[src/verilog/gsw_pkg.sv]
// constants and carrier types for the gateway status word block
// assumes one clock domain; the input data area is read by the fieldbus side
package gsw_pkg;

  // ****************************************************************
  // register map and field layout
  // ****************************************************************
  localparam logic [9:0] GSW_STATUS_OFS = 10'h000;
  localparam logic [9:0] GSW_CONTROL_OFS = 10'h200;
  localparam int GSW_SEND_BIT = 15;
  localparam int GSW_CONFIRM_BIT = 14;
  localparam int GSW_VALID_BIT = 13;
  localparam int GSW_CTL_CONFIRM_BIT = 15;
  localparam int GSW_CTL_SEND_BIT = 14;
  localparam logic [15:0] GSW_STATUS_RESET = 16'h0000;

  // ****************************************************************
  // status codes
  // ****************************************************************
  localparam logic [4:0] GSW_CODE_0 = 5'h00;
  localparam logic [4:0] GSW_CODE_1 = 5'h01;
  localparam logic [4:0] GSW_CODE_2 = 5'h02;
  localparam logic [4:0] GSW_CODE_3 = 5'h03;
  localparam logic [4:0] GSW_CODE_4 = 5'h04;
  localparam logic [4:0] GSW_CODE_NONE = 5'h1f;
  localparam logic [7:0] GSW_NO_DATA = 8'h00;

  // event indexes, in priority order (lowest index wins)
  localparam int GSW_EV_COUNT = 6;
  localparam int GSW_EV_FAULT = 0;   // other error
  localparam int GSW_EV_MULTI = 1;   // master: several missing
  localparam int GSW_EV_SINGLE = 2;  // master: one missing
  localparam int GSW_EV_CNT2 = 3;    // generic: timeout count
  localparam int GSW_EV_CNT0 = 4;    // retrans / invalid count
  localparam int GSW_EV_WARN = 5;    // overrun / frame error

  typedef struct packed {
    logic [4:0] code;
    logic [7:0] data;
  } gsw_report_type;

  typedef struct packed {
    logic send;
    logic confirm;
    logic valid;
    gsw_report_type report;
  } gsw_status_type;

  // subnetwork-side event inputs
  typedef struct packed {
    logic retrans_update;     // master
    logic [7:0] retrans_count;
    logic node_missing;       // master, level
    logic [7:0] missing_count;
    logic [7:0] missing_addr;
    logic overrun;            // both modes
    logic [7:0] overrun_addr;
    logic other_error;        // level, both modes
    logic [7:0] other_addr;
    logic invalid_update;     // generic
    logic [7:0] invalid_count;
    logic frame_error;        // generic
    logic timeout_update;     // generic
    logic [7:0] timeout_count;
  } gsw_events_type;

  typedef enum {
    GSW_OFFLINE,
    GSW_WAIT_CTL,
    GSW_WAIT_DONE,
    GSW_EXCHANGE
  } gsw_part_type;

endpackage

[src/verilog/gsw_status_word.sv]
// status word producer of the gateway input data area
// assumes event inputs are synchronous one-cycle pulses or levels
`timescale 1ns/100ps
module gsw_status_word (
  input wire logic clock_i,
  input wire logic arst_n_i,
  input wire logic enable_i,
  input wire logic generic_mode_i,
  input wire logic online_i,
  input wire logic all_done_i,
  input wire gsw_pkg::gsw_events_type events_i,
  input wire logic [15:0] control_word_i,
  input wire logic [9:0] rd_addr_i,
  output logic [7:0] rd_data_o,
  output logic [15:0] status_word_o,
  output logic report_blocked_o
);
  import gsw_pkg::*;

  // ****************************************************************
  // handshake and report selection
  // ****************************************************************
  logic send_reg;
  logic confirm_reg;
  logic valid_reg;
  gsw_report_type report_reg;
  gsw_report_type pend_reg;
  logic pend_valid_reg;
  logic err_active_reg;
  gsw_part_type part_reg;
  logic [GSW_EV_COUNT-1:0] ev;
  logic [GSW_EV_COUNT-1:0] ev_raw;
  logic [GSW_EV_COUNT-1:0] ev_seen_reg;
  gsw_report_type ev_rep;
  logic ev_any;
  logic ctl_confirm;
  logic ctl_send;
  logic can_post;
  logic cause_gone;
  logic ctl_valid;

  assign ctl_confirm = control_word_i[GSW_CTL_CONFIRM_BIT];
  assign ctl_send = control_word_i[GSW_CTL_SEND_BIT];
  assign ctl_valid = control_word_i[GSW_VALID_BIT];
  // previous report acknowledged when confirm mirrors send
  assign can_post = (ctl_confirm == send_reg);

  always_comb begin
    ev_raw = '0;
    ev_raw[GSW_EV_FAULT] = events_i.other_error;
    ev_raw[GSW_EV_MULTI] = !generic_mode_i && events_i.node_missing &&
                           (events_i.missing_count > 8'h01);
    ev_raw[GSW_EV_SINGLE] = !generic_mode_i && events_i.node_missing &&
                            (events_i.missing_count <= 8'h01);
    ev_raw[GSW_EV_CNT2] = generic_mode_i && events_i.timeout_update;
    ev_raw[GSW_EV_CNT0] = generic_mode_i ? events_i.invalid_update :
                          events_i.retrans_update;
    ev_raw[GSW_EV_WARN] = events_i.overrun ||
                          (generic_mode_i && events_i.frame_error);
  end

  // level conditions report once on their rise, not every cycle they stand
  always_ff @(posedge clock_i or negedge arst_n_i) begin
    if (!arst_n_i) begin
      ev_seen_reg <= '0;
    end else begin
      ev_seen_reg <= ev_raw;
    end
  end

  always_comb begin
    ev = ev_raw;
    if (ev_seen_reg[GSW_EV_FAULT]) begin
      ev[GSW_EV_FAULT] = 1'b0;
    end
    if (ev_seen_reg[GSW_EV_MULTI]) begin
      ev[GSW_EV_MULTI] = 1'b0;
    end
    if (ev_seen_reg[GSW_EV_SINGLE]) begin
      ev[GSW_EV_SINGLE] = 1'b0;
    end
  end

  assign cause_gone = !events_i.other_error && !events_i.node_missing;

  always_comb begin
    ev_any = |ev;
    ev_rep = '{code: GSW_CODE_NONE, data: GSW_NO_DATA};
    if (ev[GSW_EV_FAULT]) begin
      ev_rep.code = GSW_CODE_4;
      ev_rep.data = generic_mode_i ? GSW_NO_DATA : events_i.other_addr;
    end else if (ev[GSW_EV_MULTI]) begin
      ev_rep = '{code: GSW_CODE_2, data: events_i.missing_count};
    end else if (ev[GSW_EV_SINGLE]) begin
      ev_rep = '{code: GSW_CODE_1, data: events_i.missing_addr};
    end else if (ev[GSW_EV_CNT2]) begin
      ev_rep = '{code: GSW_CODE_2, data: events_i.timeout_count};
    end else if (ev[GSW_EV_CNT0]) begin
      ev_rep.code = GSW_CODE_0;
      ev_rep.data = generic_mode_i ? events_i.invalid_count :
                    events_i.retrans_count;
    end else if (ev[GSW_EV_WARN]) begin
      if (generic_mode_i) begin
        // overrun and frame error share no data in this mode
        ev_rep.code = events_i.overrun ? GSW_CODE_3 : GSW_CODE_1;
        ev_rep.data = GSW_NO_DATA;
      end else begin
        ev_rep = '{code: GSW_CODE_3, data: events_i.overrun_addr};
      end
    end
  end

  // ****************************************************************
  // pending report, held until the partner has confirmed the last one
  // ****************************************************************
  // a newer event replaces an older pending one; only the latest matters
  always_ff @(posedge clock_i or negedge arst_n_i) begin
    if (!arst_n_i) begin
      pend_valid_reg <= 1'b0;
      pend_reg <= '{code: GSW_CODE_NONE, data: GSW_NO_DATA};
      err_active_reg <= 1'b0;
    end else begin
      if (ev_any) begin
        pend_valid_reg <= 1'b1;
        pend_reg <= ev_rep;
        if (ev[GSW_EV_FAULT] || ev[GSW_EV_MULTI] || ev[GSW_EV_SINGLE] ||
            ev[GSW_EV_CNT2] || (generic_mode_i && ev[GSW_EV_CNT0])) begin
          err_active_reg <= 1'b1;
        end
      end else if (err_active_reg && cause_gone && !pend_valid_reg) begin
        // queued only once the error itself went out, never over it
        pend_valid_reg <= 1'b1;
        pend_reg <= '{code: GSW_CODE_NONE, data: GSW_NO_DATA};
        err_active_reg <= 1'b0;
      end else if (pend_valid_reg && can_post) begin
        pend_valid_reg <= 1'b0;
      end
    end
  end

  // ****************************************************************
  // posted report and send toggle
  // ****************************************************************
  always_ff @(posedge clock_i or negedge arst_n_i) begin
    if (!arst_n_i) begin
      report_reg <= '{code: GSW_CODE_NONE, data: GSW_NO_DATA};
      send_reg <= 1'b0;
    end else if (pend_valid_reg && can_post && !ev_any) begin
      report_reg <= pend_reg;
      send_reg <= !send_reg;
    end
  end

  // confirm mirrors the partner's send flag once seen
  always_ff @(posedge clock_i or negedge arst_n_i) begin
    if (!arst_n_i) begin
      confirm_reg <= 1'b0;
    end else begin
      confirm_reg <= ctl_send;
    end
  end

  // ****************************************************************
  // data-valid and fieldbus participation
  // ****************************************************************
  always_ff @(posedge clock_i or negedge arst_n_i) begin
    if (!arst_n_i) begin
      part_reg <= GSW_OFFLINE;
    end else begin
      case (part_reg)
        GSW_OFFLINE: if (online_i) part_reg <= GSW_WAIT_CTL;
        GSW_WAIT_CTL: begin
          if (!online_i) part_reg <= GSW_OFFLINE;
          else if (ctl_valid) part_reg <= GSW_WAIT_DONE;
        end
        GSW_WAIT_DONE: begin
          if (!online_i) part_reg <= GSW_OFFLINE;
          else if (all_done_i) part_reg <= GSW_EXCHANGE;
        end
        GSW_EXCHANGE: if (!online_i) part_reg <= GSW_OFFLINE;
        default: part_reg <= GSW_OFFLINE;
      endcase
    end
  end

  always_ff @(posedge clock_i or negedge arst_n_i) begin
    if (!arst_n_i) begin
      valid_reg <= 1'b0;
    end else if (generic_mode_i) begin
      valid_reg <= 1'b0;
    end else if (part_reg == GSW_OFFLINE && online_i) begin
      // apart from generic mode, only the participation sequence may clear the flag
      valid_reg <= 1'b0;
    end else if (part_reg == GSW_WAIT_DONE && all_done_i) begin
      valid_reg <= 1'b1;
    end else begin
      valid_reg <= valid_reg;
    end
  end

  // ****************************************************************
  // input data area view
  // ****************************************************************
  gsw_status_type word;
  assign word = '{send: send_reg, confirm: confirm_reg, valid: valid_reg,
                  report: report_reg};

  always_ff @(posedge clock_i or negedge arst_n_i) begin
    if (!arst_n_i) begin
      status_word_o <= GSW_STATUS_RESET;
      rd_data_o <= GSW_NO_DATA;
      report_blocked_o <= 1'b0;
    end else begin
      status_word_o <= enable_i ? word : GSW_STATUS_RESET;
      report_blocked_o <= pend_valid_reg && !can_post;
      // big-endian: high byte at the lower address
      if (enable_i && rd_addr_i == GSW_STATUS_OFS) begin
        rd_data_o <= word[15:8];
      end else if (enable_i &&
                   rd_addr_i == GSW_STATUS_OFS + 10'h001) begin
        rd_data_o <= word[7:0];
      end else begin
        rd_data_o <= GSW_NO_DATA;
      end
    end
  end

endmodule

[config.mk]
export PLATFORM = sky130hd
export DESIGN_NAME = gsw_status_word
export DESIGN_NICKNAME = d
export VERILOG_FILES = /design/src/verilog/gsw_pkg.sv /design/src/verilog/gsw_status_word.sv
export SDC_FILE = /design/constraint.sdc
export NUM_CORES = 1
export LEC_CHECK = 0
export CAP_MARGIN = 20
export CORE_ASPECT_RATIO = 0.8
export CORE_MARGIN = 3
export CORE_UTILIZATION = 60
export CTS_BUF_LIST = sky130_fd_sc_hd__clkbuf_8
export DETAILED_ROUTE_END_ITERATION = 12
export DONT_BUFFER_PORTS = 1
export GPL_TIMING_DRIVEN = 0
export PLACE_DENSITY = 0.74
export SETUP_SLACK_MARGIN = 0.02
export SLEW_MARGIN = 40
export SYNTH_ARGS = -nofsm -noshare
export SYNTH_HDL_FRONTEND = slang
export SYNTH_SLANG_ARGS = --single-unit
[constraint.sdc]
create_clock -name clock_i -period 2.3 [get_ports clock_i]
set_input_delay 0.23 -clock clock_i [delete_from_list [all_inputs] [get_ports clock_i]]
set_output_delay 0.23 -clock clock_i [all_outputs]
set_load 0.02 [all_outputs]
# ---- Yosys cells after proc, flatten, opt, wreduce, memory -nomap -nowiden
# Index checks and enable logic that the tools add are counted.
dict set report totals {
  word_cells 99
  reg_bits 91
}
dict set report classes {
  n_eq_ne 11
  n_lt_le_gt_ge 2
  mux 35
  n_reduce_logical 37
}
# op n
set op_table {}
lappend op_table {{$mux 32} 6}
lappend op_table {{$pmux 32 s4} 1}
lappend op_table {{$mux 13} 8}
lappend op_table {{$eq 32x2->1 const B} 2}
lappend op_table {{$logic_not 32->1} 2}
lappend op_table {{$eq 32x1->1 const B} 1}
lappend op_table {{$eq 32x3->1 const B} 1}
lappend op_table {{$mux 8} 4}
lappend op_table {{$logic_and 1x1->1} 16}
lappend op_table {{$mux 16} 1}
lappend op_table {{$mux 1} 13}
lappend op_table {{$eq 10x1->1 const B} 1}
lappend op_table {{$logic_not 10->1} 1}
lappend op_table {{$mux 10} 1}
lappend op_table {{$gt 8x1->1 const B} 1}
lappend op_table {{$le 8x1->1 const B} 1}
lappend op_table {{$logic_not 1->1} 7}
lappend op_table {{$ne 3x3->1 const B} 2}
lappend op_table {{$reduce_bool 3->1} 2}
lappend op_table {{$reduce_or 6->1} 1}
lappend op_table {{$logic_or 1x1->1} 5}
lappend op_table {{$ne 2x2->1 const B} 2}
lappend op_table {{$reduce_and 4->1} 1}
lappend op_table {{$mux 2} 1}
lappend op_table {{other kinds (4)} 4}

# ---- Logic depth before layout (Yosys ltp)
# Gate-level depths: netlist of run 1.
dict set report depth {
  depth_word 10
  mapped_depth 8
  ltp_nobuf 5
}

# ---- Worst setup path after synthesis of run 1
# Ideal clock, no wire load.
dict set report synth_timing {
  path_type {in2reg}
  from {in events_i[52] in the netlist's numbering}
  to {reg pend_reg[7] in the netlist's numbering}
  setup_ps 126
  n_path_buf 3
  slack_ps 26
  path_stages 8
  arrival_ps 2148
  cell_sequence {or4_1 > buf_2 > or4_1 > buf_4 > nand4_4 > nor2_2 > buf_6 > a221o_1}
}
dict set report synth_between {
  elab_chain_len 7
  word_cells_on_any_way 12
  cone_classes {2 x order compare; 6 x mux; 4 x reduce/logical}
}
# element line_no
set synth_lines {}
lappend synth_lines {{start, declared} gsw_status_word.sv:11} ;# input wire gsw_pkg::gsw_events_type events_i,
lappend synth_lines {{$le 8x1->1} gsw_status_word.sv:54} ;# (events_i.missing_count <= 8'h01);
lappend synth_lines {{$logic_and 1x1->1} gsw_status_word.sv:53} ;# ev_raw[GSW_EV_SINGLE] = !generic_mode_i && events_i.node_missing &&
lappend synth_lines {{$mux 1} gsw_status_word.sv:79} ;# if (ev_seen_reg[GSW_EV_SINGLE]) begin
lappend synth_lines {{$mux 13} gsw_status_word.sv:94} ;# end else if (ev[GSW_EV_SINGLE]) begin
lappend synth_lines {{$mux 13} gsw_status_word.sv:92} ;# end else if (ev[GSW_EV_MULTI]) begin
lappend synth_lines {{$mux 13} gsw_status_word.sv:89} ;# if (ev[GSW_EV_FAULT]) begin
lappend synth_lines {{$mux 13} gsw_status_word.sv:123} ;# if (ev_any) begin
lappend synth_lines {{end signal, assigned} gsw_status_word.sv:120} ;# pend_reg <= '{code: GSW_CODE_NONE, data: GSW_NO_DATA};
lappend synth_lines {{end signal, assigned} gsw_status_word.sv:125} ;# pend_reg <= ev_rep;
lappend synth_lines {{end signal, assigned} gsw_status_word.sv:133} ;# pend_reg <= '{code: GSW_CODE_NONE, data: GSW_NO_DATA};
lappend synth_lines {{end, declared} gsw_status_word.sv:27} ;# gsw_report_type pend_reg;
# Parallel ways exist; a longest one is shown, timed or not.
# A chain may end at the register's enable or synchronous reset.

# ---- Worst setup path in the final report of run 1
# Same ends and word-level chain as after synthesis.

==> flow_metrics.env, run 1 <==
export IMPL_synth_area_mm2=0.00282
export IMPL_grt_remaining_overflow=0
export IMPL_rows=21
export IMPL_drive_gt1_share_pct=20.1
export IMPL_regToRegSetupSlack_ns=0.29
export IMPL_postCtsSetupBuffers=0
export IMPL_nets=363
export IMPL_syn_nets=347
export IMPL_dr_pass1_iters=5
export IMPL_place_area_mm2=0.00289
export IMPL_cp_top_family="simple AND/OR/NAND/NOR gates"
export IMPL_crit_buf_inv=3
export IMPL_final_area_mm2=0.00319
export IMPL_status="completed"
export IMPL_synth_edf_count=0
export IMPL_hp_class="in2reg"
export IMPL_slew_viol_final=0
export IMPL_cts_repair_resized=0
export IMPL_drt_initial_drc_count=154
export IMPL_antenna_left=0
export IMPL_synthTopCellsByArea="dfrtp_1 (44%), dfstp_2 (7.5%), mux2_2 (4.4%)"
export IMPL_path_common_cell="or4_1"
export IMPL_leakage_nw=1.32
export IMPL_met1_length_mm=2.86
export IMPL_clkPwrFrac_pct=36.0
export IMPL_holdWs_ns=0.0253
export IMPL_routed_top_layer="met4"
export IMPL_cts_buffer_depth=2
export IMPL_async_flop_share_pct=100
export IMPL_worstPathArrival_ns=2.27
export IMPL_routedWlPerCell_um=20.1
export IMPL_routed_wl_mm=6.64
export IMPL_p_int_mw=2.06
export IMPL_drc=0
export IMPL_fmax_mhz=483
export IMPL_syn_inst=252
export IMPL_worstMarginPinSlew_ns=0.752
export IMPL_path_cells="or4_1, buf_2, or4_1, buf_4, nand4_4, nor2_2, buf_6, a221o_1"
export IMPL_dp_cells=309
export IMPL_swShare_pct=26.7
export IMPL_avgSynthCellArea_um2=11.2
export IMPL_fin_crit_ns=2.07
export IMPL_place_gp_congestion=0.776
export IMPL_critical_path_slowest_cell="or4_1"
export IMPL_grt_pass1_vias=2080
export IMPL_tns_ns=0
export IMPL_route_met2_wl_mm=3.17
export IMPL_die_w_um=82.6
export IMPL_synth_top_area_cell="dfrtp_1"
export IMPL_required_ns=2.50
export IMPL_htree_levels=3
export IMPL_cap_viol_max_count=0
export IMPL_antenna_found_initial=0
export IMPL_cts_root_buffer="clkbuf_8"
export IMPL_critPathKind="in2reg"
export IMPL_insertion_delay_ns=0.32
export IMPL_cts_buffers=9
export IMPL_pin_count=120
export IMPL_path_clk_slew_ns=0.06
export IMPL_setup_violations=0
export IMPL_crit_path_max_fanout=10
export IMPL_seqPwrFrac_pct=50.5
export IMPL_portBuffers=0
export IMPL_num_fill_cells=310
export IMPL_synth_top_cell_area_share_pct=44.4
export IMPL_hold_viol=0
export IMPL_area_growth_pct=13.1
export IMPL_rsz0062_at_grt="false"
export IMPL_yosysSeqAreaShare_pct=51.9
export IMPL_ys_types=50
export IMPL_yosys_warnings=0
export IMPL_fin_cells=330
export IMPL_slew_limit_headroom_pct=49.2
export IMPL_setup_worst_path_end_class="register"
export IMPL_ir_drop_mv=0.637
export IMPL_cp_start_kind="primary input"
export IMPL_grt_usage_pct=25.7
export IMPL_cts_hold_buf=5
export IMPL_initial_core_util_pct=64.6
export IMPL_largest_reg_flops=15
export IMPL_clock_sinks=58
export IMPL_power_frac_comb_pct=13.5
export IMPL_grt_pass1_wl_mm=10.4
export IMPL_final_common_cell="dfrtp_1"
export IMPL_power_mw=2.82
export IMPL_die_y_um=67.3
export IMPL_final_cell_mix="dfrtp_1 (50), a21oi_1 (17), and2_1 (17), nor2_1 (14)"
export IMPL_hpwl_mm=4.87
export IMPL_dr_wl_met3_um=531
export IMPL_powerDensity_mw_per_mm2=884
export IMPL_cts_tree="yes"
export IMPL_clock_skew_ns=0.00564
export IMPL_vias=2151
export IMPL_p_sw_mw=0.753
export IMPL_viasPerCell=6.52
export IMPL_synthFlopType="dfrtp_1"
export IMPL_min_period_over_period_pct=89.9
export IMPL_grt_max_degree=59
export IMPL_cp_slowest_stage_delay_ns=0.49
export IMPL_core_region_area_mm2=0.00436
export IMPL_ys_seq_elements=58
export IMPL_diodes=0
export IMPL_die_area_mm2=0.00556
[cells by family (layout without fill, tap and decap cells)]
| group | count (synthesis) | count (layout) | share of synthesized area (%) |
|---|---|---|---|
| XOR/XNOR | 1 | 1 | 0.311 |
| AND/OR/NAND/NOR | 87 | 87 | 18.3 |
| multiplexers | 19 | 19 | 7.33 |
| flip-flops | 58 | 58 | 51.9 |
| AO/OA/AOI/OAI | 63 | 63 | 18.1 |
| buffers and inverters | 24 | 45 | 4.04 |
[metal layers]
metal / vias up / global-route usage, %
met5: - / 0
met4: 0 / 8.37
met3: 8 / 9.33
met2: 89 / 38.6
met1: 1074 / 34.6
li1: 980 / -
[power by group through the flow]
stage / logic [mW] / registers [mW] / clock network, mW
final: 0.382 / 1.42 / 1.01
after global routing: 0.427 / 1.45 / 1.09
after CTS: 0.382 / 1.42 / 1.03
after detailed placement: 0.347 / 1.44 / 0
after global placement: 0.337 / 1.44 / 0
after floorplan: 0.300 / 1.39 / 0
[area by class of cell]
type                    count  area (um2)  area share, %
plain buffers              17        87.6           2.75
clock buffers              10         138           4.32
clock inverters             6        81.3           2.55
inverters                   7        26.3          0.824
multi-input cells         170        1250           39.3
flip-flops and latches     58        1460           45.9
well taps                  57        71.3           2.24
repair buffers              5        67.6           2.12
[synthesized netlist by cell type, types with 2 or more instances]
cell type,instances
dfstp_2,8
nor3_1,3
mux2i_1,6
nor2_1,14
a221o_1,8
o221a_2,6
and2_1,17
buf_4,2
inv_1,7
nand3b_1,8
mux2_2,11
mux2_1,2
nor4_1,4
nand2b_1,4
a21oi_1,17
nor4b_1,2
o21ai_0,3
nor2b_1,4
o21a_1,3
or3_1,2
clkbuf_1,12
nand2_1,12
a311oi_1,6
a221oi_1,8
buf_6,2
nand3_1,7
or4_1,2
dfrtp_1,50
[stage by stage]
stage / util (%) / setup slack [ns]
floorplan: - / 0.0258
global placement: 66.2 / -0.0922
detailed placement: 66.2 / -0.0826
CTS: 72.8 / 0.258
global route: 73.1 / 0.202
finish: 73.1 / 0.232
[final timing paths]
check                      depth (start not counted)                       end                startpoint
max in group asynchronous                          2  pend_reg[10]$_DFFE_PN1P_                  arst_n_i
setup reg to reg                                   6   pend_reg[7]$_DFFE_PN0P_  ev_seen_reg[2]$_DFF_PN0_
setup / recovery                                   8   pend_reg[7]$_DFFE_PN0P_              events_i[52]
min in group asynchronous                          2   pend_reg[0]$_DFFE_PN0P_                  arst_n_i
hold / removal                                     1   part_reg[0]$_DFFE_PN0P_                  online_i
hold reg to reg                                    2  pend_reg[10]$_DFFE_PN1P_  pend_reg[10]$_DFFE_PN1P_
No activity file was read; power rests on OpenSTA's default activity.
==> inputs of run 2 (changes only) <==
==> constraint.sdc (replaced) <==
create_clock -name clock_i -period 2.3 [get_ports clock_i]
set_input_delay 0.115 -clock clock_i [delete_from_list [all_inputs] [get_ports clock_i]]
set_output_delay 0.115 -clock clock_i [all_outputs]
set_load 0.02 [all_outputs]
==> flow_metrics.env, run 2 (same netlist as run 1, synthesis figures left out) <==
export IMPL_status="completed"
export IMPL_insertion_delay_ns=0.32
export IMPL_routedWlPerCell_um=19.8
export IMPL_portBuffers=0
export IMPL_cp_start_kind="register"
export IMPL_regToRegSetupSlack_ns=0.29
export IMPL_reg2reg_depth=6
export IMPL_viasPerCell=6.39
export IMPL_setup_worst_path_end_class="register"
export IMPL_final_util_pct=75.4
export IMPL_hp_class="in2reg"
export IMPL_place_gp_congestion=0.776
export IMPL_worstHoldPathCells=2
export IMPL_seqPwrFrac_pct=50.2
export IMPL_area_growth_pct=16.7
export IMPL_cts_root_buffer="clkbuf_8"
export IMPL_die_area_mm2=0.00556
export IMPL_ir_drop_mv=0.645
export IMPL_final_cell_mix="dfrtp_1 (50), a21oi_1 (17), and2_1 (17), nor2_1 (14), dlygate4sd3_1 (14)"
export IMPL_dp_cells=309
export IMPL_grt_pass1_wl_mm=10.6
export IMPL_slew_limit_headroom_pct=48.9
export IMPL_grt_remaining_overflow=0
export IMPL_grt_max_degree=59
export IMPL_slew_viol_final=0
export IMPL_cts_buffers=9
export IMPL_power_frac_comb_pct=14.1
export IMPL_largest_reg_flops=15
export IMPL_drive_gt1_share_pct=19.4
export IMPL_core_region_area_mm2=0.00436
export IMPL_clock_skew_ns=0.00464
export IMPL_vias=2173
export IMPL_clkPwrFrac_pct=35.8
export IMPL_powerDensity_mw_per_mm2=863
export IMPL_hold_viol=0
export IMPL_met2_usage_pct=39.8
export IMPL_min_period_over_period_pct=87.3
export IMPL_antenna_left=0
export IMPL_clock_sinks=58
export IMPL_fmax_mhz=498
export IMPL_critPathKind="reg2reg"
export IMPL_rows=21
export IMPL_drc=0
export IMPL_grt_busiest_layer="met2"
export IMPL_dr_pass1_iters=4
export IMPL_grt_usage_pct=26.0
export IMPL_die_y_um=67.3
export IMPL_rr_startpoint="ev_seen_reg[2]$_DFF_PN0_"
export IMPL_cts_tree="yes"
export IMPL_initial_core_util_pct=64.6
export IMPL_worstHoldStart="all_done_i"
export IMPL_required_ns=2.50
export IMPL_power_mw=2.84
export IMPL_htree_levels=3
export IMPL_routed_wl_mm=6.75
export IMPL_worstPathArrival_ns=2.21
export IMPL_setup_violations=0
export IMPL_grt_pass1_vias=2118
export IMPL_final_common_cell="dfrtp_1"
export IMPL_hpwl_mm=4.87
export IMPL_crit_path_max_fanout=10
export IMPL_nets=373
export IMPL_cap_viol_max_count=0
export IMPL_leakage_nw=1.36
export IMPL_drt_initial_drc_count=116
export IMPL_swShare_pct=26.8
export IMPL_worstMarginPinSlew_ns=0.755
export IMPL_path_clk_slew_ns=0.06
export IMPL_rsz0062_at_grt="false"
export IMPL_r2r_end="pend_reg[7]$_DFFE_PN0P_"
export IMPL_fin_cells=340
export IMPL_tns_ns=0
export IMPL_pin_count=120
export IMPL_fin_crit_ns=2.01
export IMPL_p_int_mw=2.08
export IMPL_p_sw_mw=0.760
export IMPL_hold_end="part_reg[0]$_DFFE_PN0P_"
export IMPL_diodes=0
export IMPL_die_w_um=82.6
export IMPL_antenna_found_initial=0
export IMPL_grt_use_met1_pct=35.0
export IMPL_grt_met3_usage_pct=8.93
export IMPL_cts_buffer_depth=2
## run 2: changes by cell type in the layout (fill, tap and decap cells not counted)
cell,previous run,this run
dlygate4sd3_1,4,14
## run 2: worst max-delay path by stage
stage / slack (ns) / from / cells past startpoint / end
after floorplan: 0.14 / events_i[52] / 8 / pend_reg[7]$_DFFE_PN0P_
after global placement: 0.02 / events_i[52] / 8 / pend_reg[6]$_DFFE_PN0P_
after detailed placement: 0.03 / events_i[52] / 8 / pend_reg[6]$_DFFE_PN0P_
after CTS: 0.32 / ev_seen_reg[2]$_DFF_PN0_ / 6 / pend_reg[7]$_DFFE_PN0P_
after global routing: 0.24 / ev_seen_reg[2]$_DFF_PN0_ / 6 / pend_reg[3]$_DFFE_PN0P_
final: 0.29 / ev_seen_reg[2]$_DFF_PN0_ / 6 / pend_reg[7]$_DFFE_PN0P_
## run 2: power by group through the flow
stage	Combinational (mW)	Clock (mW)	Sequential [mW]
floorplan	0.300	0	1.39
global placement	0.337	0	1.44
detailed placement	0.347	0	1.44
CTS	0.397	1.03	1.42
global route	0.445	1.09	1.45
finish	0.399	1.01	1.42
## run 2: cell type report
class | instances | area, um2
multi-input cells | 170 | 1250
flip-flops and latches | 58 | 1460
fillers | 300 | 1070
plain buffers | 17 | 87.6
inverters | 7 | 26.3
well taps | 57 | 71.3
clock buffers | 10 | 138
clock inverters | 6 | 81.3
repair buffers | 15 | 168
## run 2: routing by layer
layer  share of wire [%]  vias up  wire length [um]
met1                  43     1076              2900
met5                   0        -                 0
li1                    -      999                 -
met4                0.96        0                65
met3                 7.6        8               510
met2                  49       90              3270
## run 2: repair_timing
item	in CTS	in global routing
buffers inserted	0	0
endpoints found under the hold margin	75	0
hold buffers	15	0
gates resized for setup	0	0
## run 2: per-stage QoR
step	setup slack, ns	instance area, um2	hold WS (ns)
2_1_floorplan	0.141	2820	-0.181
3_3_place_gp	0.0228	2890	-0.179
3_5_place_dp	0.0324	2890	-0.179
4_1_cts	0.318	3270	0.00269
5_1_grt	0.235	3290	0.00922
6_report	0.292	3290	0.0120
## run 2: critical path, stage by stage, from the launching register on
cell and delay [ns]:
dfrtp_1 0.45, or4_1 0.55, buf_4 0.18, nand4_4 0.12, nor2_2 0.06, buf_6 0.18
a221o_1 0.35
